$ cat src/ppr_pkg.sv
package ppr_pkg;
	// register indexes; byte address is four times the index
	localparam logic [7:0] IDX_PA_LATCH = 8'h00;
	localparam logic [7:0] IDX_PC_DIR   = 8'h06;
	localparam logic [7:0] IDX_PD_DIR   = 8'h07;
	localparam logic [7:0] IDX_PE_LATCH = 8'h08;
	localparam logic [7:0] IDX_PE_DIR   = 8'h0C;
	localparam logic [7:0] IDX_PA_PUE   = 8'h0D;
	localparam logic [7:0] IDX_PC_PUE   = 8'h0E;
	localparam logic [7:0] IDX_PD_PUE   = 8'h0F;
	localparam logic [7:0] IDX_PA_DIR   = 8'h10;
	localparam logic [7:0] IDX_KBI_CTL  = 8'h11;

	// widths
	localparam int ADDR_W = 8;
	localparam int DATA_W = 32;
	localparam int PA_W   = 8;
	localparam int PC_W   = 7;
	localparam int PD_W   = 8;
	localparam int PE_W   = 2;

	// reset values
	localparam logic [7:0] DIR_RST = 8'h00;
	localparam logic [7:0] PUE_RST = 8'h00;
	localparam logic [7:0] KBI_RST = 8'h00;

	// word alignment of the apb address
	localparam int WORD_SHIFT = 2;

	// all state of the port block
	typedef struct packed {
		logic [PA_W-1:0]   pa_latch;
		logic [PA_W-1:0]   pa_dir;
		logic [PA_W-1:0]   pa_pue;
		logic [PA_W-1:0]   kbi_en;
		logic [PC_W-1:0]   pc_dir;
		logic [PC_W-1:0]   pc_pue;
		logic [PD_W-1:0]   pd_dir;
		logic [PD_W-1:0]   pd_pue;
		logic [PE_W-1:0]   pe_latch;
		logic [PE_W-1:0]   pe_dir;
		logic [PA_W-1:0]   pa_smp;
		logic [PE_W-1:0]   pe_smp;
		logic [PA_W-1:0]   pa_oe;
		logic [PA_W-1:0]   pa_do;
		logic [PA_W-1:0]   pa_pu;
		logic [PA_W-1:0]   kbd;
		logic [PC_W-1:0]   pc_pu;
		logic [PD_W-1:0]   pd_pu;
		logic [PE_W-1:0]   pe_oe;
		logic [PE_W-1:0]   pe_do;
		logic [DATA_W-1:0] prdata;
		logic              pready;
		logic              pslverr;
	} ppr_state_t;
endpackage

$ cat src/ppr_top.sv
`timescale 1ns/10ps
module ppr_top (
	// clock and reset
	input  wire logic                            clk_in,
	input  wire logic                            rst_in,
	// apb slave
	input  wire logic                            psel_in,
	input  wire logic                            penable_in,
	input  wire logic                            pwrite_in,
	input  wire logic [ppr_pkg::ADDR_W-1:0]      paddr_in,
	input  wire logic [ppr_pkg::DATA_W-1:0]      pwdata_in,
	output logic      [ppr_pkg::DATA_W-1:0]      prdata_out,
	output logic                                 pready_out,
	output logic                                 pslverr_out,
	// port A pins
	input  wire logic [ppr_pkg::PA_W-1:0]        pa_pin_in,
	output logic      [ppr_pkg::PA_W-1:0]        pa_pin_out,
	output logic      [ppr_pkg::PA_W-1:0]        pa_pin_oe_out,
	output logic      [ppr_pkg::PA_W-1:0]        pa_pullup_out,
	output logic      [ppr_pkg::PA_W-1:0]        keypad_inputs_out,
	// port C and D pad controls
	output logic      [ppr_pkg::PC_W-1:0]        pc_dir_out,
	output logic      [ppr_pkg::PC_W-1:0]        pc_pullup_out,
	output logic      [ppr_pkg::PD_W-1:0]        pd_dir_out,
	output logic      [ppr_pkg::PD_W-1:0]        pd_pullup_out,
	// port E pins and sharing peripheral
	input  wire logic [ppr_pkg::PE_W-1:0]        pe_pin_in,
	output logic      [ppr_pkg::PE_W-1:0]        pe_pin_out,
	output logic      [ppr_pkg::PE_W-1:0]        pe_pin_oe_out,
	input  wire logic                            pe_periph_en_in,
	input  wire logic [ppr_pkg::PE_W-1:0]        pe_periph_oe_in,
	input  wire logic [ppr_pkg::PE_W-1:0]        pe_periph_do_in
);

	ppr_pkg::ppr_state_t st_q;
	ppr_pkg::ppr_state_t st_d;

	logic                       setup_w;
	logic                       wr_w;
	logic [ppr_pkg::ADDR_W-1:0] idx_w;
	logic [7:0]                 rd_byte;
	logic                       hit;
	logic [7:0]                 pe_view;

	// mixes latch and pin per bit by direction
	function automatic logic [7:0] pin_view(input logic [7:0] dir, input logic [7:0] lat,
						input logic [7:0] pin);
		pin_view = (dir & lat) | (~dir & pin);
	endfunction

	// apb phase decode
	assign setup_w = psel_in & ~penable_in;
	assign wr_w    = psel_in & penable_in & pwrite_in & st_q.pready;
	assign idx_w   = paddr_in >> ppr_pkg::WORD_SHIFT;

	// port E read view, latch or pin per bit
	assign pe_view = pin_view({6'h00, st_q.pe_dir}, {6'h00, st_q.pe_latch},
				  {6'h00, st_q.pe_smp});

	// read mux for the addressed register
	always_comb begin
		rd_byte = 8'h00;
		hit     = 1'b1;
		case (idx_w)
			ppr_pkg::IDX_PA_LATCH: rd_byte = pin_view(st_q.pa_dir, st_q.pa_latch,
								  st_q.pa_smp);
			ppr_pkg::IDX_PC_DIR:   rd_byte = {1'b0, st_q.pc_dir};
			ppr_pkg::IDX_PD_DIR:   rd_byte = st_q.pd_dir;
			ppr_pkg::IDX_PE_LATCH: rd_byte = {6'h00, pe_view[1:0]};
			ppr_pkg::IDX_PE_DIR:   rd_byte = {6'h00, st_q.pe_dir};
			ppr_pkg::IDX_PA_PUE:   rd_byte = st_q.pa_pue;
			ppr_pkg::IDX_PC_PUE:   rd_byte = {1'b0, st_q.pc_pue};
			ppr_pkg::IDX_PD_PUE:   rd_byte = st_q.pd_pue;
			ppr_pkg::IDX_PA_DIR:   rd_byte = st_q.pa_dir;
			ppr_pkg::IDX_KBI_CTL:  rd_byte = st_q.kbi_en;
			default:               hit     = 1'b0;
		endcase
	end

	// next state of the whole block
	always_comb begin
		st_d = st_q;
		// pin sampling
		st_d.pa_smp = pa_pin_in;
		st_d.pe_smp = pe_pin_in;
		// bus answer: data captured in setup, ready in access
		st_d.pready  = setup_w;
		st_d.pslverr = setup_w & ~hit;
		if (setup_w) begin
			st_d.prdata = {24'h000000, rd_byte};
		end
		// register writes
		if (wr_w) begin
			case (idx_w)
				ppr_pkg::IDX_PA_LATCH: st_d.pa_latch = pwdata_in[7:0];
				ppr_pkg::IDX_PC_DIR:   st_d.pc_dir   = pwdata_in[6:0];
				ppr_pkg::IDX_PD_DIR:   st_d.pd_dir   = pwdata_in[7:0];
				ppr_pkg::IDX_PE_LATCH: st_d.pe_latch = pwdata_in[1:0];
				ppr_pkg::IDX_PE_DIR:   st_d.pe_dir   = pwdata_in[1:0];
				ppr_pkg::IDX_PA_PUE:   st_d.pa_pue   = pwdata_in[7:0];
				ppr_pkg::IDX_PC_PUE:   st_d.pc_pue   = pwdata_in[6:0];
				ppr_pkg::IDX_PD_PUE:   st_d.pd_pue   = pwdata_in[7:0];
				ppr_pkg::IDX_PA_DIR:   st_d.pa_dir   = pwdata_in[7:0];
				ppr_pkg::IDX_KBI_CTL:  st_d.kbi_en   = pwdata_in[7:0];
				default:               st_d.pslverr  = 1'b0;
			endcase
		end
		// reset: latches are left alone on purpose
		if (rst_in) begin
			st_d.pa_dir  = ppr_pkg::DIR_RST;
			st_d.pa_pue  = ppr_pkg::PUE_RST;
			st_d.kbi_en  = ppr_pkg::KBI_RST;
			st_d.pc_dir  = ppr_pkg::DIR_RST[6:0];
			st_d.pc_pue  = ppr_pkg::PUE_RST[6:0];
			st_d.pd_dir  = ppr_pkg::DIR_RST;
			st_d.pd_pue  = ppr_pkg::PUE_RST;
			st_d.pe_dir  = ppr_pkg::DIR_RST[1:0];
			st_d.prdata  = 32'h00000000;
			st_d.pready  = 1'b0;
			st_d.pslverr = 1'b0;
		end
		// pad controls; keypad enable forces the pin to input
		st_d.pa_oe = st_d.pa_dir & ~st_d.kbi_en;
		st_d.pa_do = st_d.pa_latch & st_d.pa_oe;
		st_d.pa_pu = st_d.pa_pue & (~st_d.pa_dir | st_d.kbi_en);
		st_d.kbd   = st_d.pa_smp & st_d.kbi_en;
		st_d.pc_pu = st_d.pc_pue & ~st_d.pc_dir;
		st_d.pd_pu = st_d.pd_pue & ~st_d.pd_dir;
		// serial peripheral owns port E when enabled
		st_d.pe_oe = pe_periph_en_in ? pe_periph_oe_in : st_d.pe_dir;
		st_d.pe_do = pe_periph_en_in ? pe_periph_do_in : st_d.pe_latch;
	end

	// state register
	always_ff @(posedge clk_in) begin
		st_q <= st_d;
	end

	// outputs straight from the state register
	assign prdata_out        = st_q.prdata;
	assign pready_out        = st_q.pready;
	assign pslverr_out       = st_q.pslverr;
	assign pa_pin_out        = st_q.pa_do;
	assign pa_pin_oe_out     = st_q.pa_oe;
	assign pa_pullup_out     = st_q.pa_pu;
	assign keypad_inputs_out = st_q.kbd;
	assign pc_dir_out        = st_q.pc_dir;
	assign pc_pullup_out     = st_q.pc_pu;
	assign pd_dir_out        = st_q.pd_dir;
	assign pd_pullup_out     = st_q.pd_pu;
	assign pe_pin_out        = st_q.pe_do;
	assign pe_pin_oe_out     = st_q.pe_oe;
endmodule // ppr_top

$ cat config.mk
export PLATFORM = sky130hd
export DESIGN_NAME = ppr_top
export DESIGN_NICKNAME = d
export VERILOG_FILES = /design/src/ppr_pkg.sv /design/src/ppr_top.sv
export SDC_FILE = /design/constraint.sdc
export NUM_CORES = 1
export LEC_CHECK = 0
export ABC_CLOCK_PERIOD_IN_PS = 1940
export BUFFER_PORTS_ARGS = -buffer_cell sky130_fd_sc_hd__buf_2
export CORE_MARGIN = 10
export CORE_UTILIZATION = 44
export DETAILED_ROUTE_END_ITERATION = 16
export PLACE_DENSITY = 0.72
export REMOVE_ABC_BUFFERS = 1
export SLEW_MARGIN = 10
export SYNTH_ARGS = -nofsm -noshare
export SYNTH_HDL_FRONTEND = slang
export SYNTH_SLANG_ARGS = --single-unit
$ cat constraint.sdc
create_clock -name clk_in -period 1.94 [get_ports clk_in]
set_input_delay 0.291 -clock clk_in [delete_from_list [all_inputs] [get_ports clk_in]]
set_output_delay 0.291 -clock clk_in [all_outputs]
set_load 0.005 [all_outputs]
==> results.toml, run 1 <==
[cts]
clk_path_buf_depth = 2
clk_pin_slew_ps = 60
post_cts_buffers = 0
clkLatencyLatePin_ps = 420
htree_levels = 4
cts_sinks = 137
cts_buffers = 17
cts-root-buf = "clkbuf_16"
cts_tree = "yes"
cts_resized = 0

[power_and_ir_drop]
vdd_drop_max_v = 0.000593
p_leak_nw = 3.10
power_mw = 6.46
power_density_mw_per_mm2 = 906

[logic_synthesis]
ys_seq_elements = 137
syn_area_per_cell_um2 = 9.95
yosysUniqueCellTypes = 49
synthArstFlopShare_pct = 0
synth_top_area_share_pct = 46.9
yosysWarnings = 0
yosys-top-cells-area = "dfxtp_1, buf_4, mux2i_1, nor2_1, and2_1"
synth.most_common_cell = "dfxtp_1"
ys.flop_type = "dfxtp_1"
seq_area_frac_synth_pct = 46.9
synth_edf_count = 0
synth_cells = 588
yosysTopAreaCell = "dfxtp_1"
synth_common_cells = "dfxtp_1, buf_4, mux2i_1, nor2_1, and2_1"
synth_area_mm2 = 0.00585

[grt]
grt_pass1_vias = 4513
grt_max_degree = 37
gr-total-overflow = 0
grt_usage_pct = 16.8
grt_pass1_wl_um = 24000
grt_antenna_before_repair = 0

[sta]
relSlewSlack_pct = 51.8
worst_pin_slew_ps = 723
setup_tns_ps = 0
skew_ps = 5.34
slew_viol_final = 0
grt_setup_unrepaired = "no"
setup_viol = 0
hold_viol = 0
final.min_clock_period_ps = 1870
max_freq_mhz = 535
post-route-period-util_pct = 96.3

[routing]
routed_wl_um = 15600
via_per_inst = 5.06
wl_per_cell_um = 17.7
drc = 0
num_vias = 4453
dr.pass1.iters = 7
drt_iter0_drc = 465
antenna_left = 0

[floorplanning]
start_util_pct = 44.5
core_area_mm2 = 0.0131
ioPinCount = 160
die_height_um = 135
rows = 42
dieArea_mm2 = 0.0183
die_width_um = 135

[layout]
stdcell_count = 880
utilization_pct = 54.2
stdcell_area_mm2 = 0.00713
layout.nets = 752
diodes = 0
drive_gt1_share_pct = 33.4
syn2layout_area_growth_pct = 21.8

[worst_setup_path]
regToRegEndpoint = "pa_pin_out[0]$_DFF_P_"
worst-path-max-fanout = 5
timing.rr.start = "pready_out$_SDFF_PP0_"
worst_ep_required_time_ps = 2240
worstSetupStartpoint = "paddr_in[5]"
crit_path_end_kind = "flop"
cp-start-kind = "input pin"
crit_path_end = "prdata_out[4]$_SDFFE_PP0P_"
worstSetupPathType = "in -> reg"
worst-r2r-setup-slack_ps = 120
cp.arrival_ps = 2170
ff2ff_path_depth = 6

[place]
place.gp.congestion = 0.850
place_inst = 839
portBuffers = 109
place_area_mm2 = 0.00641
hpwlAfterDp_um = 11500

[run]
maxCapViolCount = 0

[status]
status = "completed"

[worst_hold_path]
min_path_type = "in -> reg"
[critical path, stage by stage]
cell and delay [ps]:
buf_2 100, or4b_1 670, buf_4 210, nor3_4 140, buf_4 170, a22oi_1 80, and3_1 190, a311oi_1 330
[per-stage QoR]
stage | setup WS [ps] | hold slack [ps]
finish | 72.2 | 71.5
global route | 3.30 | 91.9
CTS | 96.4 | 63.4
detailed placement | -294 | 398
global placement | -261 | 396
floorplan | -502 | 319
[power breakdown]
| part | switching (mW) | internal (mW) |
|---|---|---|
| registers | 0.00592 | 2.83 |
| logic | 0.153 | 0.106 |
| clock network | 1.19 | 2.17 |
| total | 1.35 | 5.11 |
[repair_timing]
action,in CTS,in global routing
endpoints found under the setup margin,0,0
hold buffers,10,0
hold endpoints to repair,10,0
[logic make-up (layout without fill, tap and decap cells)]
| family | count (synthesis) | count (layout) | synth area share [%] |
|---|---|---|---|
| AO/OA/AOI/OAI | 56 | 56 | 7.12 |
| buffers and inverters | 134 | 227 | 15.0 |
| flip-flops | 137 | 137 | 46.9 |
| multiplexers | 78 | 78 | 13.6 |
| other | 1 | 24 | 0.0641 |
| AND/OR/NAND/NOR | 182 | 182 | 17.3 |
[layer usage]
layer / global-route usage [%] / part of all wire (%) / up-vias
li1: - / - / 2108
met1: 19.6 / 42 / 2130
met2: 27.4 / 48 / 197
met3: 6.57 / 9.5 / 18
met4: 5.98 / 1.1 / 0
met5: 0 / 0 / -
[registers in the layout, indices dropped and copies added, names as in the netlist]
signal	count
st_q	61
keypad_inputs_out	8
pa_pin_oe_out	8
pa_pin_out	8
pa_pullup_out	8
pd_dir_out	8
pd_pullup_out	8
prdata_out	8
pc_dir_out	7
pc_pullup_out	7
pe_pin_oe_out	2
pe_pin_out	2
pready_out	1
pslverr_out	1
[worst min-delay path by stage]
stage / start / endpoint / slack, ps / cells past startpoint
after floorplan: pe_pin_in[0] / st_q[85]$_DFF_P_ / 320 / 0
after global placement: pe_pin_in[1] / st_q[86]$_DFF_P_ / 400 / 1
after detailed placement: pe_pin_in[1] / st_q[86]$_DFF_P_ / 400 / 1
after CTS: pe_periph_oe_in[0] / pe_pin_oe_out[0]$_DFF_P_ / 60 / 3
after global routing: pe_periph_do_in[1] / pe_pin_out[1]$_DFF_P_ / 90 / 2
final: pe_periph_oe_in[1] / pe_pin_oe_out[1]$_DFF_P_ / 70 / 3
[layout make-up]
| type | count | area, um2 |
|---|---|---|
| flip-flops and latches | 137 | 2740 |
| inverters | 11 | 41.3 |
| multi-input cells | 340 | 2320 |
| clock inverters | 12 | 175 |
| well taps | 176 | 220 |
| fillers | 1187 | 6010 |
| repair buffers | 185 | 1180 |
| clock buffers | 19 | 443 |
[cells in the final DEF, fill, tap and decap left out, drive strengths merged, types with 3 or more instances in the layout]
cell and instances:
dlygate4sd3 10, nand2 19, nand3 4, a311oi 7, clkinv 5, conb 24
clkbuf 19, bufinv 4, clkinvlp 3, a22oi 13, or4 3, dfxtp 137
a222oi 4, buf 175, nor3 18, and2 30, mux2 12, nand2b 18
nor2 61, nor2b 3, a21oi 16, mux2i 66, and3 12, inv 11
Note: power is estimated with default switching activity, not from simulation.
==> run 2: changes to the inputs <==
--- a/config.mk
+++ b/config.mk
@@ -8,9 +8,9 @@
 export ABC_CLOCK_PERIOD_IN_PS = 1940
 export BUFFER_PORTS_ARGS = -buffer_cell sky130_fd_sc_hd__buf_2
 export CORE_MARGIN = 10
-export CORE_UTILIZATION = 44
+export CORE_UTILIZATION = 47
 export DETAILED_ROUTE_END_ITERATION = 16
-export PLACE_DENSITY = 0.72
+export PLACE_DENSITY = 0.76
 export REMOVE_ABC_BUFFERS = 1
 export SLEW_MARGIN = 10
 export SYNTH_ARGS = -nofsm -noshare
==> run 2 against run 1 <==
Against the previous run:
- non-clock buffer count unchanged
- worst hold slack improved by 10 ps
- register-to-register slack got worse by 70 ps
- critical endpoint is now pe_pin_out[1]$_DFF_P_
- largest cell class unchanged
==> results.toml, run 2 (synthesis gave the netlist of run 1 again) <==
[cts]
cts_buffers = 17
clkLatencyLatePin_ps = 420
htree_levels = 4
clk_pin_slew_ps = 60
cts_sinks = 137
cts-root-buf = "clkbuf_16"
cts_tree = "yes"
clk_path_buf_depth = 2

[grt]
grt_pass1_wl_um = 23900
grt_max_degree = 35
grt_antenna_before_repair = 0
gr-total-overflow = 0
grt_usage_pct = 17.0
grt_pass1_vias = 4562

[worst_setup_path]
cp.arrival_ps = 2190
worst-path-max-fanout = 4
slowest_delay_ps = 400
ff2ff_path_depth = 5
cp-start-kind = "flop"
cpMaxStageDelayCell = "or3_1"
timing.rr.start = "pready_out$_SDFF_PP0_"
worstSetupPathType = "reg -> reg"
cp_top_family = "simple AND/OR/NAND/NOR gates"
crit_chain = "nand4_1 > buf_4 > or3_1 > mux2_2 > mux2_2"
cp.depth = 5
crit_path_end_kind = "flop"
worstSetupStartpoint = "pready_out$_SDFF_PP0_"
crit_buf_inv = 1
cp_common_cell = "mux2_2"
worst_ep_required_time_ps = 2240

[worst_hold_path]
holdCritStartpoint = "pe_periph_oe_in[1]"
min_path_type = "in -> reg"
hold_depth = 3

[layout]
final_cell_mix = "dfxtp_1, buf_2, buf_4"
largest_register = "st_q"
largest_reg_flops = 61
layout.nets = 752
diodes = 0
mostFrequentLayoutCell = "dfxtp_1"
drive_gt1_share_pct = 34.8
syn2layout_area_growth_pct = 22.2

[power_and_ir_drop]
intPower_mw = 4.74
seqPwrFrac_pct = 46.3
p_switching_mw = 1.39
p_leak_nw = 3.10
clkPwrFrac_pct = 49.4
power_density_mw_per_mm2 = 858
vdd_drop_max_v = 0.000413
p_comb_share_pct = 4.3
switching_share_pct = 22.7

[status]
status = "completed"

[sta]
layout_setup_ws_ps = 54.0
skew_ps = 7.03
worst_pin_slew_ps = 774
max_freq_mhz = 530
final.min_clock_period_ps = 1890
relSlewSlack_pct = 48.4
setup_viol = 0
hold_viol = 0
post-route-period-util_pct = 97.2
slew_viol_final = 0
hold_ws_ps = 81.6

[place]
place.gp.congestion = 0.858
portBuffers = 109
place_ws_ps = -319
hpwlAfterDp_um = 11200

[floorplanning]
die_width_um = 132
start_util_pct = 48.3
die_height_um = 132
rows = 40
dieArea_mm2 = 0.0173
core_area_mm2 = 0.0121
ioPinCount = 160

[routing]
via_per_inst = 5.12
routed_wl_um = 15100
drt_iter0_drc = 379
num_vias = 4469
dr.pass1.iters = 6
drc = 0
antenna_left = 0
wl_per_cell_um = 17.3

[run]
maxCapViolCount = 0
run 2: cell type report:
class / instances / area [um2]
Tap cell: 168 / 210
Sequential cell: 137 / 2740
Multi-Input combinational cell: 340 / 2410
Clock buffer: 19 / 443
Timing Repair Buffer: 185 / 1180
Clock inverter: 13 / 121
Fill cell: 1026 / 4960
Inverter: 11 / 41.3
run 2: metrics by stage:
step,total power [mW],setup TNS (ps),utilization (%),cells,cell area (um2)
finish,6.14,0,59.0,873,7150
CTS,6.17,0,58.2,873,7050
floorplan,2.98,-11990,-,488,5100
detailed placement,3.14,-14930,52.7,831,6380
global placement,3.13,-12850,52.7,831,6380
global route,6.34,-214,59.0,873,7150
run 2: repair_timing:
item,in CTS,in global routing
buffers inserted,0,0
setup endpoints to repair,0,25
endpoints found under the hold margin,10,0
hold buffers,10,0
gates resized for setup,0,18
run 2: routing by layer:
metal,global-route usage (%),wire (um),up-vias
li1,-,-,2116
met1,21.1,6510,2114
met2,26.0,6930,212
met3,6.67,1400,27
met4,6.37,303,0
met5,0,0,-
run 2: power by group through the flow:
stage | Sequential [mW] | Clock (mW) | Combinational (mW)
after floorplan | 2.90 | 0 | 0.0752
after global placement | 2.90 | 0 | 0.230
after detailed placement | 2.90 | 0 | 0.236
after CTS | 2.84 | 3.08 | 0.255
after global routing | 2.84 | 3.21 | 0.288
final | 2.84 | 3.03 | 0.264
run 2: worst min-delay path: stages:
cell     delay [ps]
buf_2            70
nand2_1          40
o31ai_1          50
run 2: path summary, 6_finish.rpt:
path / endpoint / slack (ps)
setup reg to reg: pe_pin_out[1]$_DFF_P_ / 50
hold / removal: pe_pin_oe_out[1]$_DFF_P_ / 80
setup / recovery: pe_pin_out[1]$_DFF_P_ / 50
hold reg to reg: prdata_out[5]$_SDFFE_PP0P_ / 500
